$ cat config.mk
export PLATFORM = sky130hd
export DESIGN_NAME = actc_top
export DESIGN_NICKNAME = d
export VERILOG_FILES = /design/src/hdl/actc_pkg.sv /design/src/hdl/actc_clk_tick.sv /design/src/hdl/actc_top.sv
export SDC_FILE = /design/constraint.sdc
export NUM_CORES = 1
export LEC_CHECK = 0
export ABC_AREA = 1
export BUFFER_PORTS_ARGS = -buffer_cell sky130_fd_sc_hd__buf_2
export CAP_MARGIN = 20
export CORE_MARGIN = 2
export CORE_UTILIZATION = 49
export DETAILED_ROUTE_END_ITERATION = 10
export PLACE_DENSITY = 0.86
export SLEW_MARGIN = 15
export SYNTH_ARGS = -nofsm -noshare
export SYNTH_HDL_FRONTEND = slang
export SYNTH_SLANG_ARGS = --single-unit
export TNS_END_PERCENT = 1
$ cat constraint.sdc
create_clock -name clock -period 4.7 [get_ports clock]
set_clock_uncertainty 0.15 [all_clocks]
set_input_delay 0 -clock clock [delete_from_list [all_inputs] [get_ports clock]]
set_output_delay 0 -clock clock [all_outputs]
set_load 0.02 [all_outputs]
$ cat src/hdl/actc_pkg.sv
/*
 constants for the converter channel and trigger control block.
 assumes a single 40 MHz clock domain and an analog core outside.
*/
// Notes on behaviour
// - codes 0..23 pick external inputs; 29 high reference, 30 low reference.
// - reserved codes 24, 25, 28 give an undefined result.
// - code 26 selects the temperature sensor, code 27 the bandgap.
// - conversion clock is bus, bus/2, local async or alternate clock.
// - alternate clock comes from the clock unit reference clock output.
// - conversions start by software write or hardware trigger.
// - with hardware trigger selected, counter equal to modulo triggers.
// - counter match triggers regardless of counter interrupt enable.
// - hardware trigger works in run, wait and stop3.
// - one interrupt request line for all conditions.
// - clock gate bit set by reset; clearing it stops the converter clock.
// - results unsigned right-justified in 12, 10 or 8 bits.
// - single or continuous; single returns to idle by itself.
// - optional compare less-than or greater-or-equal gates completion.
// - successive approximation resolves twelve bits.
// - converter keeps working in wait and stop3.
// - control write aborts; it restarts only with channel not all ones, hardware trigger not selected and clock gate bit set.
// - complete flag sets on completion; clears on control write or low read.
// - channel all ones turns converter off without a further conversion.
// - continuous plus hardware trigger runs back to back after one event.
package actc_pkg;
	localparam int CH_W = 5;
	localparam int RES_W = 12;
	localparam logic [4:0] CH_LAST_EXT = 5'h17;
	localparam logic [4:0] CH_RSV0 = 5'h18;
	localparam logic [4:0] CH_RSV1 = 5'h19;
	localparam logic [4:0] CH_TEMP = 5'h1a;
	localparam logic [4:0] CH_BANDGAP = 5'h1b;
	localparam logic [4:0] CH_RSV2 = 5'h1c;
	localparam logic [4:0] CH_VREFH = 5'h1d;
	localparam logic [4:0] CH_VREFL = 5'h1e;
	localparam logic [4:0] CH_OFF = 5'h1f;
	localparam logic [1:0] CLK_BUS = 2'h0;
	localparam logic [1:0] CLK_BUS_DIV2 = 2'h1;
	localparam logic [1:0] CLK_ALT = 2'h2;
	localparam logic [1:0] CLK_ASYNC = 2'h3;
	localparam logic [1:0] MODE_8 = 2'h0;
	localparam logic [1:0] MODE_12 = 2'h1;
	localparam logic [1:0] MODE_10 = 2'h2;
	localparam logic [3:0] SAR_BITS = 4'hc;
	localparam logic [3:0] SAMPLE_TICKS = 4'h4;
	typedef enum logic [1:0] {
		ACTC_IDLE = 2'b00,
		ACTC_SAMPLE = 2'b01,
		ACTC_CONVERT = 2'b10
	} actc_state_t;
endpackage

$ cat src/hdl/actc_clk_tick.sv
/*
 conversion clock tick generator.
 assumes the async and alternate clocks are slow versus the bus clock.
*/
`timescale 1ns/10ps
module actc_clk_tick
	import actc_pkg::*;
(
	input wire logic clock,
	input wire logic rst,
	input wire logic run,
	input wire logic [1:0] clk_sel,
	input wire logic local_async_conv_clock,
	input wire logic alternate_conv_clock,
	output logic tick
);
	// ****************
	// synchronisers
	// ****************
	logic [1:0] async_s_q;
	logic [1:0] alt_s_q;
	logic async_last_q;
	logic alt_last_q;
	logic div_q;
	always_ff @(posedge clock or posedge rst) begin
		if (rst) begin
			async_s_q <= 2'h0;
			alt_s_q <= 2'h0;
			async_last_q <= 1'b0;
			alt_last_q <= 1'b0;
			div_q <= 1'b0;
		end else begin
			async_s_q <= {async_s_q[0], local_async_conv_clock};
			alt_s_q <= {alt_s_q[0], alternate_conv_clock};
			async_last_q <= async_s_q[1];
			alt_last_q <= alt_s_q[1];
			div_q <= run ? ~div_q : 1'b0;
		end
	end
	wire async_rise = async_s_q[1] & ~async_last_q;
	wire alt_rise = alt_s_q[1] & ~alt_last_q;
	assign tick = (clk_sel == CLK_BUS) ? run :
		(clk_sel == CLK_BUS_DIV2) ? (run & div_q) :
		(clk_sel == CLK_ALT) ? (run & alt_rise) : (run & async_rise);
endmodule

$ cat src/hdl/actc_top.sv
/*
 channel decode, trigger, sequencing, compare and flag for a 12-bit
 successive-approximation converter.
 assumes the analog comparator returns a level per trial, and that
 control writes and low-byte reads arrive as one-cycle strobes.
*/
`timescale 1ns/10ps
module actc_top
	import actc_pkg::*;
(
	input wire logic clock,
	input wire logic rst,
	input wire logic ctrl_write,
	input wire logic [4:0] channel_select_field,
	input wire logic continuous_conversion_enable,
	input wire logic int_enable,
	input wire logic hardware_trigger_select,
	input wire logic compare_function_enable,
	input wire logic compare_greater_equal,
	input wire logic [11:0] compare_value,
	input wire logic [1:0] mode_sel,
	input wire logic [1:0] clk_sel,
	input wire logic clock_gate_write,
	input wire logic clock_gate_value,
	input wire logic result_low_read,
	input wire logic [15:0] rtc_count_value,
	input wire logic [15:0] rtc_modulo_value,
	input wire logic local_async_conv_clock,
	input wire logic clock_unit_ext_reference_clock,
	input wire logic comparator_out,
	output logic [23:0] ext_input_sel,
	output logic temp_sensor_sel,
	output logic bandgap_sel,
	output logic vrefh_sel,
	output logic vrefl_sel,
	output logic reserved_sel,
	output logic [11:0] dac_trial,
	output logic sample_en,
	output logic [11:0] result,
	output logic conversion_complete_flag,
	output logic conv_active,
	output logic irq,
	output logic peripheral_clock_gate_one
);
	// ****************
	// state
	// ****************
	actc_state_t state_q, state_d;
	logic [4:0] chan_q;
	logic cont_q;
	logic hwt_q;
	logic gate_q;
	logic conversion_complete_flag_q;
	logic [11:0] sar_q;
	logic [3:0] bit_q;
	logic [3:0] samp_q;
	logic [11:0] result_q;
	logic [1:0] match_q;
	logic [23:0] ext_q;
	logic [4:0] sel_q;
	logic irq_q;

	function automatic logic [11:0] fmt(input logic [11:0] v, input logic [1:0] m);
		logic [11:0] r;
		r = v;
		if (m == MODE_8) begin
			r = {4'h0, v[11:4]};
		end else if (m == MODE_10) begin
			r = {2'h0, v[11:2]};
		end
		return r;
	endfunction

	// ****************
	// decode
	// ****************
	wire ch_off = (chan_q == CH_OFF);
	wire running = gate_q & ~ch_off;
	wire [4:0] sel_ch = ctrl_write ? channel_select_field : chan_q;
	wire is_ext = (sel_ch <= CH_LAST_EXT);
	wire [23:0] ext_d = is_ext ? (24'h000001 << sel_ch) : 24'h000000;
	wire [4:0] sel_d = {(sel_ch == CH_RSV0) | (sel_ch == CH_RSV1) | (sel_ch == CH_RSV2),
		sel_ch == CH_VREFL, sel_ch == CH_VREFH,
		sel_ch == CH_BANDGAP, sel_ch == CH_TEMP};
	// bandgap buffer power is enabled by software elsewhere

	wire match_now = (rtc_count_value == rtc_modulo_value);
	wire hw_trigger_event = hwt_q & match_q[0] & ~match_q[1];
	wire tick;
	actc_clk_tick u_tick (
		.clock(clock),
		.rst(rst),
		.run(running && state_q != ACTC_IDLE),
		.clk_sel(clk_sel),
		.local_async_conv_clock(local_async_conv_clock),
		.alternate_conv_clock(clock_unit_ext_reference_clock),
		.tick(tick)
	);

	// gated clock or trigger mode: a write only aborts
	wire sw_start = ctrl_write & gate_q & (channel_select_field != CH_OFF)
		& ~hardware_trigger_select;
	wire hw_start = ~ctrl_write & running & hw_trigger_event & (state_q == ACTC_IDLE);
	wire last_bit = (bit_q == 4'h0);
	wire [11:0] sar_trial = sar_q | (12'h001 << bit_q);
	wire [11:0] sar_kept = comparator_out ? sar_trial : sar_q;
	wire done = running & tick & (state_q == ACTC_CONVERT) & last_bit;
	wire [11:0] fmt_res = fmt(sar_kept, mode_sel);
	wire cmp_true = compare_greater_equal ? (fmt_res >= compare_value) : (fmt_res < compare_value);
	wire conversion_complete_flag_set = done & (~compare_function_enable | cmp_true);

	always_comb begin
		state_d = state_q;
		if (ctrl_write) begin
			state_d = sw_start ? ACTC_SAMPLE : ACTC_IDLE;
		end else if (!running) begin
			state_d = ACTC_IDLE;
		end else if (hw_start) begin
			state_d = ACTC_SAMPLE;
		end else if (tick) begin
			unique case (state_q)
				ACTC_IDLE: begin
					state_d = ACTC_IDLE;
				end
				ACTC_SAMPLE: begin
					state_d = (samp_q == 4'h0) ? ACTC_CONVERT : ACTC_SAMPLE;
				end
				ACTC_CONVERT: begin
					state_d = !last_bit ? ACTC_CONVERT : cont_q ? ACTC_SAMPLE : ACTC_IDLE;
				end
				default: begin
					state_d = ACTC_IDLE;
				end
			endcase
		end
	end

	// ****************
	// registers
	// ****************
	always_ff @(posedge clock or posedge rst) begin
		if (rst) begin
			state_q <= ACTC_IDLE;
			chan_q <= CH_OFF;
			cont_q <= 1'b0;
			hwt_q <= 1'b0;
			gate_q <= 1'b1;
			match_q <= 2'h0;
		end else begin
			state_q <= state_d;
			match_q <= {match_q[0], match_now};
			if (ctrl_write) begin
				chan_q <= channel_select_field;
				cont_q <= continuous_conversion_enable;
				hwt_q <= hardware_trigger_select;
			end
			if (clock_gate_write) begin
				gate_q <= clock_gate_value;
			end
		end
	end

	// a restart during sampling reloads too
	wire sar_load = (state_d == ACTC_SAMPLE) & ((state_q != ACTC_SAMPLE) | ctrl_write);
	wire sar_step = tick & (state_q == ACTC_CONVERT);
	wire sar_wrap = sar_load | (sar_step & last_bit);
	wire [11:0] sar_d = sar_wrap ? 12'h000 : sar_step ? sar_kept : sar_q;
	wire [3:0] bit_d = sar_wrap ? SAR_BITS - 4'h1 : sar_step ? bit_q - 4'h1 : bit_q;
	// trial shown is the one judged at the next tick
	wire [11:0] trial_d = sar_d | (12'h001 << bit_d);

	always_ff @(posedge clock or posedge rst) begin
		if (rst) begin
			sar_q <= 12'h000;
			bit_q <= 4'h0;
			samp_q <= 4'h0;
		end else begin
			sar_q <= sar_d;
			bit_q <= bit_d;
			if (sar_load || sar_step) begin
				samp_q <= SAMPLE_TICKS - 4'h1;
			end else if (tick && state_q == ACTC_SAMPLE) begin
				samp_q <= samp_q - 4'h1;
			end
		end
	end

	always_ff @(posedge clock or posedge rst) begin
		if (rst) begin
			result_q <= 12'h000;
			conversion_complete_flag_q <= 1'b0;
			irq_q <= 1'b0;
			ext_q <= 24'h000000;
			sel_q <= 5'h00;
		end else begin
			ext_q <= ext_d;
			sel_q <= sel_d;
			if (conversion_complete_flag_set) begin
				result_q <= fmt_res;
			end
			// set wins over clear
			conversion_complete_flag_q <= conversion_complete_flag_set | (conversion_complete_flag_q & ~ctrl_write & ~result_low_read);
			irq_q <= int_enable & (conversion_complete_flag_set | (conversion_complete_flag_q & ~ctrl_write & ~result_low_read));
		end
	end

	// ****************
	// outputs
	// ****************
	logic [11:0] trial_q;
	logic samp_en_q;
	logic active_q;
	always_ff @(posedge clock or posedge rst) begin
		if (rst) begin
			trial_q <= 12'h000;
			samp_en_q <= 1'b0;
			active_q <= 1'b0;
		end else begin
			trial_q <= (state_d == ACTC_CONVERT) ? trial_d : 12'h000;
			samp_en_q <= (state_d == ACTC_SAMPLE);
			active_q <= (state_d != ACTC_IDLE);
		end
	end
	assign ext_input_sel = ext_q;
	assign temp_sensor_sel = sel_q[0];
	assign bandgap_sel = sel_q[1];
	assign vrefh_sel = sel_q[2];
	assign vrefl_sel = sel_q[3];
	assign reserved_sel = sel_q[4];
	assign dac_trial = trial_q;
	assign sample_en = samp_en_q;
	assign result = result_q;
	assign conversion_complete_flag = conversion_complete_flag_q;
	assign conv_active = active_q;
	assign irq = irq_q;
	assign peripheral_clock_gate_one = gate_q;
endmodule

==> run_results.csv, run 1 <==
group,metric,value,unit
outcome,status,"complete, no violations",
sta,min_period,4.050,ns
finish,fin_nets,790,
logic_synthesis,synthDistinctLibCells,41,
grt,grt_first_pass_wirelength,19.71,mm
power,power.density,278.9,nW/µm²
finish,multi_input_comb_area,1973,µm²
finish,drive_above_1_share,0.2631,
floorplanning,die-area,10490,µm²
setup_path,arrival,4.16,ns
logic_synthesis,synth_ff_type,"dfrtp_1",
clock_tree,cts_buffer_depth,2,
finish,syn2layout_area_growth,26.65,%
grt,grt_start_max_net_pins,51,
setup_path,path_class,"reg2reg",
power,p_clk_frac,0.355,
setup_path,worstPathMaxFanout,16,
logic_synthesis,avgSynthCellArea,8.726,µm²
setup_path,crit_start,"bit_q[1]",
floorplanning,die_h,102.4,µm
power,pwr-share-comb,0.133,
finish,antenna_cells,0,
sta,setup_viol,0,
setup_path,crit_chain,"inv_1 > ha_1 > inv_1 > nor2_1 > inv_1 > nor2_1 > nor2_1 > inv_1 > nor2_1 > a211oi_1 > ha_1 > a21oi_1 > o21ai_0 > nand4_1 > o2111ai_1 > o21ai_0 > o211ai_1 > nand2_1 > a21boi_0 > dlygate4sd3_1",
detailed_routing,vias,4326,
logic_synthesis,yosys.cell_count.top_type,"nand2_1",
logic_synthesis,synth_nets,632,
logic_synthesis,synth_top_area_cell,"dfrtp_1",
hold_path,hp-class,"in2reg",
grt,grt_pass1_vias,4347,
grt,antenna_found_initial,0,
floorplanning,initial_core_util,0.5089,
placed_design,hpwl,8.752,mm
setup_path,start_kind,"register",
floorplanning,core_area,9328,µm²
finish,fill_cells,727,
logic_synthesis,yosysWarnings,0,
hold_path,holdPathStages,4,
power,p_int,1.199,mW
power,p_leak,3.350,nW
hold_path,holdCritStartpoint,"mode_sel[1]",
logic_synthesis,netlist_instances,544,
logic_synthesis,synth_edf_count,0,
clock_tree,h-tree-depth,3,
setup_path,cp_data_required_time,4.81,ns
detailed_routing,drc,0,
floorplanning,num_rows,35,
setup_path,cpPeakStageDelay,0.59,ns
detailed_routing,drtPass1Iterations,5,
grt,grt.overflow.total,0,
clock_tree,cts.sinks,96,
sta,fmax,0.2469,GHz
power,swShare,0.2850,
sta,max-slew-margin-rel,0.4709,
power,vdd_drop_max,180.8,µV
power,pwr-share-seq,0.512,
detailed_routing,wire_per_inst,14.69,µm
sta,fin_crit_sh,0.8617,
sta,slew_viol_final,0,
clock_tree,clkTransAtPathRegs,0.10,ns
sta,hold_viol,0,
sta,tightest_slew,0.7936,ns
logic_synthesis,synthTopCellsByArea,"dfrtp_1 47%, nand2_1 8.1%, inv_1 6.2%, ha_1 5.5%, nor2_1 5.5%",
setup_path,crit_path_end_kind,"register",
clock_tree,clk_latency,0.37,ns
finish,regArea,2410,µm²
logic_synthesis,synth_top_area_share,0.4744,
clock_tree,cts_buffers,9,
sta,rsz0062_at_grt,"false",
sta,final.setup.tns,0,ns
power,p_total,1.677,mW
setup_path,cpMaxStageDelayCell,"dlygate4sd3_1",
floorplanning,die_x,102.4,µm
logic_synthesis,netlist_area,4747,µm²
grt,grt_usage,0.2444,
floorplanning,ioPinCount,125,
placed_design,gp_congestion,0.9543,
detailed_routing,first_iter_violations,272,
detailed_routing,vias_per_cell,5.175,
logic_synthesis,ys_seq_area_frac,0.5076,
clock_tree,cts_setup_buffers,0,
placed_design,portBuffers,124,
detailed_routing,drtAntennaViolNets,0,
power,p_sw,478.0,µW
detailed_routing,wirelength,12.28,mm
flow_run,maxCapViolCount,0,
setup_path,r2r-start,"bit_q[1]",
clock_tree,tritoncts,"yes",
setup_path,reg2reg_depth,20,
logic_synthesis,ys_ff_latch,96,
logic_synthesis,synthArstFlopShare,1.000,
logic_synthesis,synth_common_cells,"103 x nand2_1, 90 x dfrtp_1, 78 x inv_1",
clock_tree,cts_root_buffer,"clkbuf_8",
-- power groups by stage --
stage / Combinational [mW] / Clock (mW) / Sequential [mW]
CTS: 0.219 / 0.610 / 0.858
floorplan: 0.114 / 0 / 0.884
finish: 0.223 / 0.595 / 0.859
global placement: 0.192 / 0 / 0.874
detailed placement: 0.199 / 0 / 0.874
global route: 0.247 / 0.640 / 0.861
-- registers in the layout, summed over array words and instances (netlist names), 2 cells and up --
| register | cells |
|---|---|
| bit_q | 4 |
| match_q | 2 |
| u_tick.async_s_q | 2 |
| dac_trial | 12 |
| samp_q | 4 |
| ext_input_sel | 24 |
| state_q | 2 |
| sel_q | 5 |
| u_tick.alt_s_q | 2 |
| sar_q | 12 |
| chan_q | 5 |
| result | 12 |
-- worst paths after layout --
path / end / slack, ns
min reg2reg: u_tick.async_s_q[1] / 0.22
max reg2reg: irq / 0.65
max: irq / 0.65
min: result[0] / 0.02
min in group asynchronous: dac_trial[8] / 0.16
max in group asynchronous: ext_input_sel[4] / 3.16
-- layout make-up --
type | instances | share of cell area
clock buffers | 9 | 0.02060
repair buffers | 153 | 0.1507
flip-flops and latches | 96 | 0.4008
multi-input cells | 353 | 0.3282
clock inverters | 7 | 0.01665
well taps | 129 | 0.02685
inverters | 89 | 0.05619
-- placed cells by master, fill, tap and decap left out, drive strengths merged --
cell type / netlist / routed
a21oi: 29 / 29
nand3b: 1 / 1
nand4: 8 / 8
or2: 12 / 12
o32ai: 1 / 1
dfrtp: 90 / 90
dfstp: 6 / 6
o21ai: 14 / 14
nor4b: 1 / 1
nor3: 14 / 14
clkinv: 1 / 5
buf: 4 / 126
nor2: 78 / 78
o22ai: 7 / 7
clkbuf: 2 / 9
o311ai: 1 / 1
nand2: 110 / 110
nor4: 1 / 1
o211ai: 3 / 3
a2111oi: 1 / 1
bufinv: 0 / 1
a31oi: 3 / 3
inv: 88 / 90
ha: 21 / 21
dlygate4sd3: 0 / 27
o2111ai: 1 / 1
xor2: 5 / 5
a21boi: 2 / 2
xnor2: 12 / 12
nand3: 25 / 25
o221ai: 1 / 1
a211oi: 2 / 2
-- what timing repair did --
item	4_1_cts	5_1_grt
endpoints found under the hold margin	63	0
hold buffers	27	0
endpoints found under the setup margin	0	0
resized for setup	0	0
-- layer usage --
layer	share of wire	GRT usage	up-vias
li1	-	-	2043
met1	0.39	0.2799	2028
met2	0.50	0.4324	212
met3	0.074	0.06430	43
met4	0.038	0.1015	0
met5	0	0	-
-- worst max-delay path: cells and delay by family, from the launching register on --
family / cells / cell delay, ns
AOI/OAI and AO/OA: 7 / 1.16
buffers and inverters: 5 / 0.90
and+or+nand+nor: 6 / 0.78
adders and majority gates: 2 / 0.54
DFF: 1 / 0.43
-- cell families after synthesis --
kind of cell    count (synthesis)  synth area share
simple gates                  250            0.2501
xor+xnor                       17           0.03136
compound gates                 65           0.07881
flops                          96            0.5076
buf+inv                        95           0.07670
fa+ha+maj                      21           0.05535
-- per-stage QoR --
stage | cells | setup WS (ns) | util | cell area (µm²) | hold WS (ns)
3_5_place_dp | 793 | 0.9564 | 0.5915 | 5518 | -0.04007
6_report | 836 | 0.6500 | 0.6445 | 6012 | 0.02438
5_1_grt | 836 | 0.2572 | 0.6445 | 6012 | 0.03396
4_1_cts | 836 | 0.6527 | 0.6445 | 6012 | 0.004752
2_1_floorplan | 544 | 1.700 | - | 4747 | -0.1186
3_3_place_gp | 793 | 1.164 | 0.5915 | 5518 | -0.03884
No activity file was read; power rests on OpenSTA's default activity.
==> run 2: changes to the inputs <==
--- a/config.mk
+++ b/config.mk
@@ -8,10 +8,13 @@
 export ABC_AREA = 1
 export BUFFER_PORTS_ARGS = -buffer_cell sky130_fd_sc_hd__buf_2
 export CAP_MARGIN = 20
+export CELL_PAD_IN_SITES_DETAIL_PLACEMENT = 0
+export CELL_PAD_IN_SITES_GLOBAL_PLACEMENT = 1
 export CORE_MARGIN = 2
-export CORE_UTILIZATION = 49
+export CORE_UTILIZATION = 42
 export DETAILED_ROUTE_END_ITERATION = 10
-export PLACE_DENSITY = 0.86
+export PLACE_DENSITY = 0.95
+export RECOVER_POWER = 25
 export SLEW_MARGIN = 15
 export SYNTH_ARGS = -nofsm -noshare
 export SYNTH_HDL_FRONTEND = slang
==> run 2 against run 1 <==
Power increased by 7.4%. Flip-flop and latch count unchanged. Die area increased by 16%. Final cell count increased by 0.96%. Register-to-register slack improved by 0.04 ns. Setup slack improved by 0.037 ns. Fmax increased by 0.92%. Sequential share of layout area about the same. Design area about the same. Combinational power decreased by 5%. Clock power increased by 23%. Critical path depth unchanged.
==> run_results.csv, run 2 (synthesis gave the netlist of run 1 again) <==
group,metric,value,unit
sta,fmax,0.2492,GHz
clock_tree,cts_buffer_depth,2,
floorplanning,num_rows,38,
sta,hold_slack,0.03663,ns
placed_design,portBuffers,124,
placed_design,pre_cts_ws,1.010,ns
detailed_routing,wirelength,11.48,mm
setup_path,worstPathMaxFanout,16,
clock_tree,clk_latency,0.35,ns
finish,mostFrequentLayoutCell,"nand2_1",
placed_design,hpwl,8.810,mm
setup_path,timing.rr.end,"irq",
detailed_routing,drtPass1Iterations,4,
placed_design,placed_area,5532,µm²
setup_path,crit_chain,"inv_1 > ha_1 > inv_1 > nor2_1 > inv_1 > nor2_1 > nor2_1 > inv_1 > nor2_1 > a211oi_1 > ha_1 > a21oi_1 > o21ai_0 > nand4_1 > o2111ai_1 > o21ai_0 > o211ai_1 > nand2_1 > a21boi_0 > dlygate4sd3_1",
floorplanning,die_x,110.3,µm
clock_tree,h-tree-depth,3,
sta,rsz0062_at_grt,"false",
clock_tree,cts_buffers,9,
grt,grt_first_pass_wirelength,19.31,mm
hold_path,holdPathStages,4,
outcome,status,"complete, no violations",
finish,antenna_cells,0,
sta,slew_viol_final,0,
floorplanning,ioPinCount,125,
power,power.density,299.9,nW/µm²
finish,final_cell_mix,"103 x nand2_1, 90 x dfrtp_1, 77 x inv_1",
grt,grt_start_max_net_pins,66,
setup_path,reg2reg_depth,20,
sta,setup_ws,0.6871,ns
sta,hold_viol,0,
floorplanning,initial_core_util,0.4341,
power,vdd_drop_max,183.6,µV
setup_path,r2r-start,"bit_q[1]",
sta,setup_viol,0,
floorplanning,core_area,10940,µm²
setup_path,cpMaxStageDelayCell,"dlygate4sd3_1",
sta,tightest_slew,0.7974,ns
setup_path,cp_data_required_time,4.78,ns
detailed_routing,first_iter_violations,230,
grt,grt_usage,0.2071,
setup_path,cpPeakStageDelay,0.58,ns
detailed_routing,drtAntennaViolNets,0,
sta,final.setup.tns,0,ns
detailed_routing,drc,0,
hold_path,whs_endpoint,"chan_q[1]",
hold_path,holdCritStartpoint,"channel_select_field[1]",
placed_design,gp_congestion,0.9298,
setup_path,rrSetupSlack,0.69,ns
detailed_routing,vias,4156,
finish,fill_cells,997,
finish,largest_reg_flops,24,
grt,antenna_found_initial,0,
clock_tree,cts_root_buffer,"clkbuf_16",
detailed_routing,vias_per_cell,4.924,
finish,drive_above_1_share,0.1861,
sta,fin_crit_sh,0.8538,
setup_path,arrival,4.09,ns
clock_tree,clkTransAtPathRegs,0.08,ns
power,p_leak,3.126,nW
setup_path,path_class,"reg2reg",
clock_tree,cts.sinks,96,
hold_path,hp-class,"in2reg",
setup_path,start_kind,"register",
floorplanning,die-area,12170,µm²
finish,final_area,6007,µm²
finish,syn2layout_area_growth,26.54,%
clock_tree,tritoncts,"yes",
flow_run,maxCapViolCount,0,
sta,min_period,4.013,ns
sta,max-slew-margin-rel,0.4684,
setup_path,crit_path_end_kind,"register",
finish,fin_nets,787,
detailed_routing,wire_per_inst,13.60,µm
grt,grt_pass1_vias,4200,
grt,grt.overflow.total,0,
floorplanning,die_h,110.3,µm
run 2: cell types whose count changed in the layout (fill, tap and decap cells not counted), sizes merged:
cell         before  now
clkbuf            9   64
clkinvlp          0    1
inv              90   92
bufinv            1    0
buf             126   71
dlygate4sd3      27   24
clkinv            5    3
run 2: how the worst max path moves through the flow:
stage / cells past startpoint / endpoint / slack (ns) / startpoint
after floorplan: 22 / result[8] / 1.70 / bit_q[1]
after global placement: 21 / result[1] / 1.16 / bit_q[1]
after detailed placement: 21 / result[3] / 1.01 / bit_q[1]
after CTS: 20 / irq / 0.70 / bit_q[1]
after global routing: 20 / irq / 0.16 / bit_q[1]
final: 20 / irq / 0.69 / bit_q[1]
run 2: routing by layer:
layer / track usage / share of wire / vias up
met4: 0.07143 / 0.012 / 0
met3: 0.05996 / 0.077 / 11
met1: 0.2513 / 0.42 / 1950
met5: 0 / 0 / -
met2: 0.3528 / 0.49 / 156
li1: - / - / 2039
run 2: cell type report:
type,count,area (µm²),share of cell area
timing repair buffer,150,807.0,0.1343
inverter,89,339.1,0.05645
clock buffer,9,225.2,0.03749
multi-input combinational,353,1973,0.3285
tap,140,175.2,0.02916
clock inverter,7,77.57,0.01291
sequential,96,2410,0.4012
run 2: metrics by stage:
step	power (mW)	utilization	cells
6_report	1.802	0.5493	844
5_1_grt	1.889	0.5493	844
4_1_cts	1.822	0.5555	844
3_5_place_dp	1.073	0.5058	804
3_3_place_gp	1.067	0.5058	804
2_1_floorplan	0.9977	-	544
run 2: worst max-delay path: cells and delay by family, from the launching register on:
kind | cells | cell delay, ns
AO/OA/AOI/OAI | 7 | 1.12
flip-flops | 1 | 0.42
buffers and inverters | 5 | 0.90
AND/OR/NAND/NOR | 6 | 0.77
adder cells (fa/ha/maj) | 2 | 0.53
run 2: where the power goes:
part | internal (mW) | switching [mW] | total (mW)
Combinational | 0.0820 | 0.130 | 0.212
Clock | 0.377 | 0.354 | 0.731
Sequential | 0.848 | 0.0104 | 0.859
run 2: what timing repair did:
item | 4_1_cts | 5_1_grt
endpoints found under the hold margin | 79 | 0
hold buffers | 24 | 0
resized for setup | 0 | 0
buffers inserted | 0 | 0
==> run 3: changes to the inputs <==
--- a/config.mk
+++ b/config.mk
@@ -6,14 +6,12 @@
 export NUM_CORES = 1
 export LEC_CHECK = 0
 export ABC_AREA = 1
-export BUFFER_PORTS_ARGS = -buffer_cell sky130_fd_sc_hd__buf_2
 export CAP_MARGIN = 20
-export CELL_PAD_IN_SITES_DETAIL_PLACEMENT = 0
-export CELL_PAD_IN_SITES_GLOBAL_PLACEMENT = 1
 export CORE_MARGIN = 2
-export CORE_UTILIZATION = 42
+export CORE_UTILIZATION = 49
 export DETAILED_ROUTE_END_ITERATION = 10
-export PLACE_DENSITY = 0.95
+export DONT_BUFFER_PORTS = 1
+export PLACE_DENSITY = 0.75
 export RECOVER_POWER = 25
 export SLEW_MARGIN = 15
 export SYNTH_ARGS = -nofsm -noshare
==> run 3 against run 2 <==
The run now ends with capacitance limit, slew limit left. Flip-flop and latch count unchanged. First-iteration DRC count fell by 47%. Count of clock-buffer cells in the layout is the same. Final cell count shrank 16%. Fmax is 2.7% lower. Non-clock buffer count is 121 lower. Core utilization up 2.8 points. Design area decreased by 10%. Combinational power fell by 22%.
==> run_results.csv, run 3 (synthesis gave the netlist of run 1 again) <==
group,metric,value,unit
clock_tree,h-tree-depth,3,
finish,final_cell_mix,"103 x nand2_1, 90 x dfrtp_1, 77 x inv_1",
finish,drive_above_1_share,0.1063,
power,vdd_drop_max,226.4,µV
detailed_routing,first_iter_violations,123,
placed_design,hpwl,7.854,mm
clock_tree,cts_buffers,9,
sta,final.setup.tns,0,ns
setup_path,cpMaxStageDelayCell,"dlygate4sd3_1",
clock_tree,cts.sinks,96,
placed_design,portBuffers,0,
setup_path,crit_family,"compound AO/OA/AOI/OAI gates",
floorplanning,ioPinCount,125,
detailed_routing,vias_per_cell,5.194,
setup_path,path_class,"reg2reg",
sta,slew_viol_final,48,
placed_design,gp_congestion,0.9253,
sta,rsz0062_at_grt,"false",
setup_path,arrival,4.23,ns
grt,antenna_found_initial,0,
detailed_routing,wire_per_inst,14.85,µm
clock_tree,cts_buffer_depth,2,
detailed_routing,vias,3698,
setup_path,crit_path_end_kind,"register",
detailed_routing,drtPass1Iterations,6,
power,power.density,296.1,nW/µm²
grt,grt.overflow.total,0,
sta,max-slew-margin-rel,-0.3415,
grt,grt_pass1_vias,3797,
setup_path,r2r-start,"bit_q[1]",
sta,min_period,4.124,ns
setup_path,worstPathMaxFanout,16,
detailed_routing,wirelength,10.57,mm
setup_path,rrSetupSlack,0.58,ns
grt,grt_first_pass_wirelength,17.53,mm
grt,grt_usage,0.2142,
floorplanning,die-area,10490,µm²
clock_tree,tritoncts,"yes",
setup_path,timing.rr.end,"irq",
setup_path,start_kind,"register",
finish,syn2layout_area_growth,13.39,%
finish,final_area,5383,µm²
floorplanning,initial_core_util,0.5089,
setup_path,reg2reg_depth,20,
sta,hold_viol,0,
finish,fill_cells,826,
hold_path,holdPathStages,8,
floorplanning,die_x,102.4,µm
finish,mostFrequentLayoutCell,"nand2_1",
setup_path,critical_path_buf_inv_count,5,
clock_tree,cts_root_buffer,"clkbuf_8",
finish,antenna_cells,0,
flow_run,maxCapViolCount,1,
power,p_leak,2.759,nW
floorplanning,core_area,9328,µm²
placed_design,pre_cts_ws,0.8876,ns
detailed_routing,drc,0,
detailed_routing,drtAntennaViolNets,0,
outcome,status,"finished with violations",
grt,grt_start_max_net_pins,51,
floorplanning,die_h,102.4,µm
outcome,violations,"capacitance limit, slew limit",
finish,largest_reg_flops,24,
hold_path,holdCritStartpoint,"clk_sel[0]",
finish,fin_nets,666,
floorplanning,num_rows,35,
sta,setup_viol,0,
clock_tree,clkTransAtPathRegs,0.11,ns
sta,fin_crit_sh,0.8774,
sta,setup_ws,0.5762,ns
hold_path,hp-class,"in2reg",
placed_design,placed_area,4898,µm²
hold_path,whs_endpoint,"conv_active",
sta,tightest_slew,2.001,ns
setup_path,crit_chain,"inv_1 > ha_1 > inv_1 > nor2_1 > inv_1 > nor2_1 > nor2_1 > inv_1 > nor2_1 > a211oi_1 > ha_1 > a21oi_1 > o21ai_0 > nand4_1 > o2111ai_1 > o21ai_0 > o211ai_1 > nand2_1 > a21boi_0 > dlygate4sd3_1",
sta,fmax,0.2425,GHz
setup_path,cpPeakStageDelay,0.59,ns
setup_path,cp_data_required_time,4.80,ns
clock_tree,clk_latency,0.37,ns
clock_tree,cts_resized,0,
[run 3: stage by stage]
stage / hold slack, ns / power (mW) / util / instances
after floorplan: -0.1186 / 0.9977 / - / 544
after detailed placement: -0.1701 / 1.032 / 0.5252 / 669
final: 0.02996 / 1.594 / 0.5771 / 712
after global routing: 0.009415 / 1.675 / 0.5771 / 712
after CTS: 0.005322 / 1.614 / 0.5772 / 712
after global placement: -0.1758 / 1.027 / 0.5252 / 669
[run 3: report_power, final]
part | internal (mW) | switching [mW] | total, mW | leakage, nW
logic | 0.0617 | 0.103 | 0.165 | 1.38
registers | 0.848 | 0.0238 | 0.872 | 1.27
clock network | 0.216 | 0.341 | 0.557 | 0.106
[run 3: how the worst max path moves through the flow]
stage,startpoint,end,cells past startpoint
4_1_cts,bit_q[1],irq,20
3_5_place_dp,bit_q[1],result[6],21
3_3_place_gp,bit_q[3],result[7],18
2_1_floorplan,bit_q[1],result[8],22
6_report,bit_q[1],irq,20
5_1_grt,bit_q[3],irq,17
[run 3: final cells by class]
type	count	area, µm²	share of cell area
inverter	89	337.8	0.06276
clock buffer	9	123.9	0.02301
timing repair buffer	29	285.3	0.05300
tap	129	161.4	0.02999
multi-input combinational	353	1973	0.3666
sequential	96	2410	0.4477
clock inverter	7	91.34	0.01697
[run 3: worst reg2reg max path: stages (launching register included)]
cell           delay, ns
dfrtp_1             0.43
inv_1               0.13
ha_1                0.21
inv_1               0.05
nor2_1              0.09
inv_1               0.06
nor2_1              0.13
nor2_1              0.08
inv_1               0.08
nor2_1              0.05
a211oi_1            0.36
ha_1                0.34
a21oi_1             0.14
o21ai_0             0.11
nand4_1             0.10
o2111ai_1           0.12
o21ai_0             0.17
o211ai_1            0.11
nand2_1             0.38
a21boi_0            0.16
dlygate4sd3_1       0.59
[run 3: routing by layer]
layer,GRT usage,vias to the layer above,routed length (µm),share of wire
met4,0.07282,0,184,0.017
met1,0.2527,1742,4336,0.41
met5,0,-,0,0
li1,-,1802,-,-
met3,0.05130,16,672,0.064
met2,0.3816,138,5381,0.51
[run 3: what timing repair did]
action	4_1_cts	5_1_grt
hold endpoints to repair	113	0
buffers inserted	0	0
hold buffers	27	0
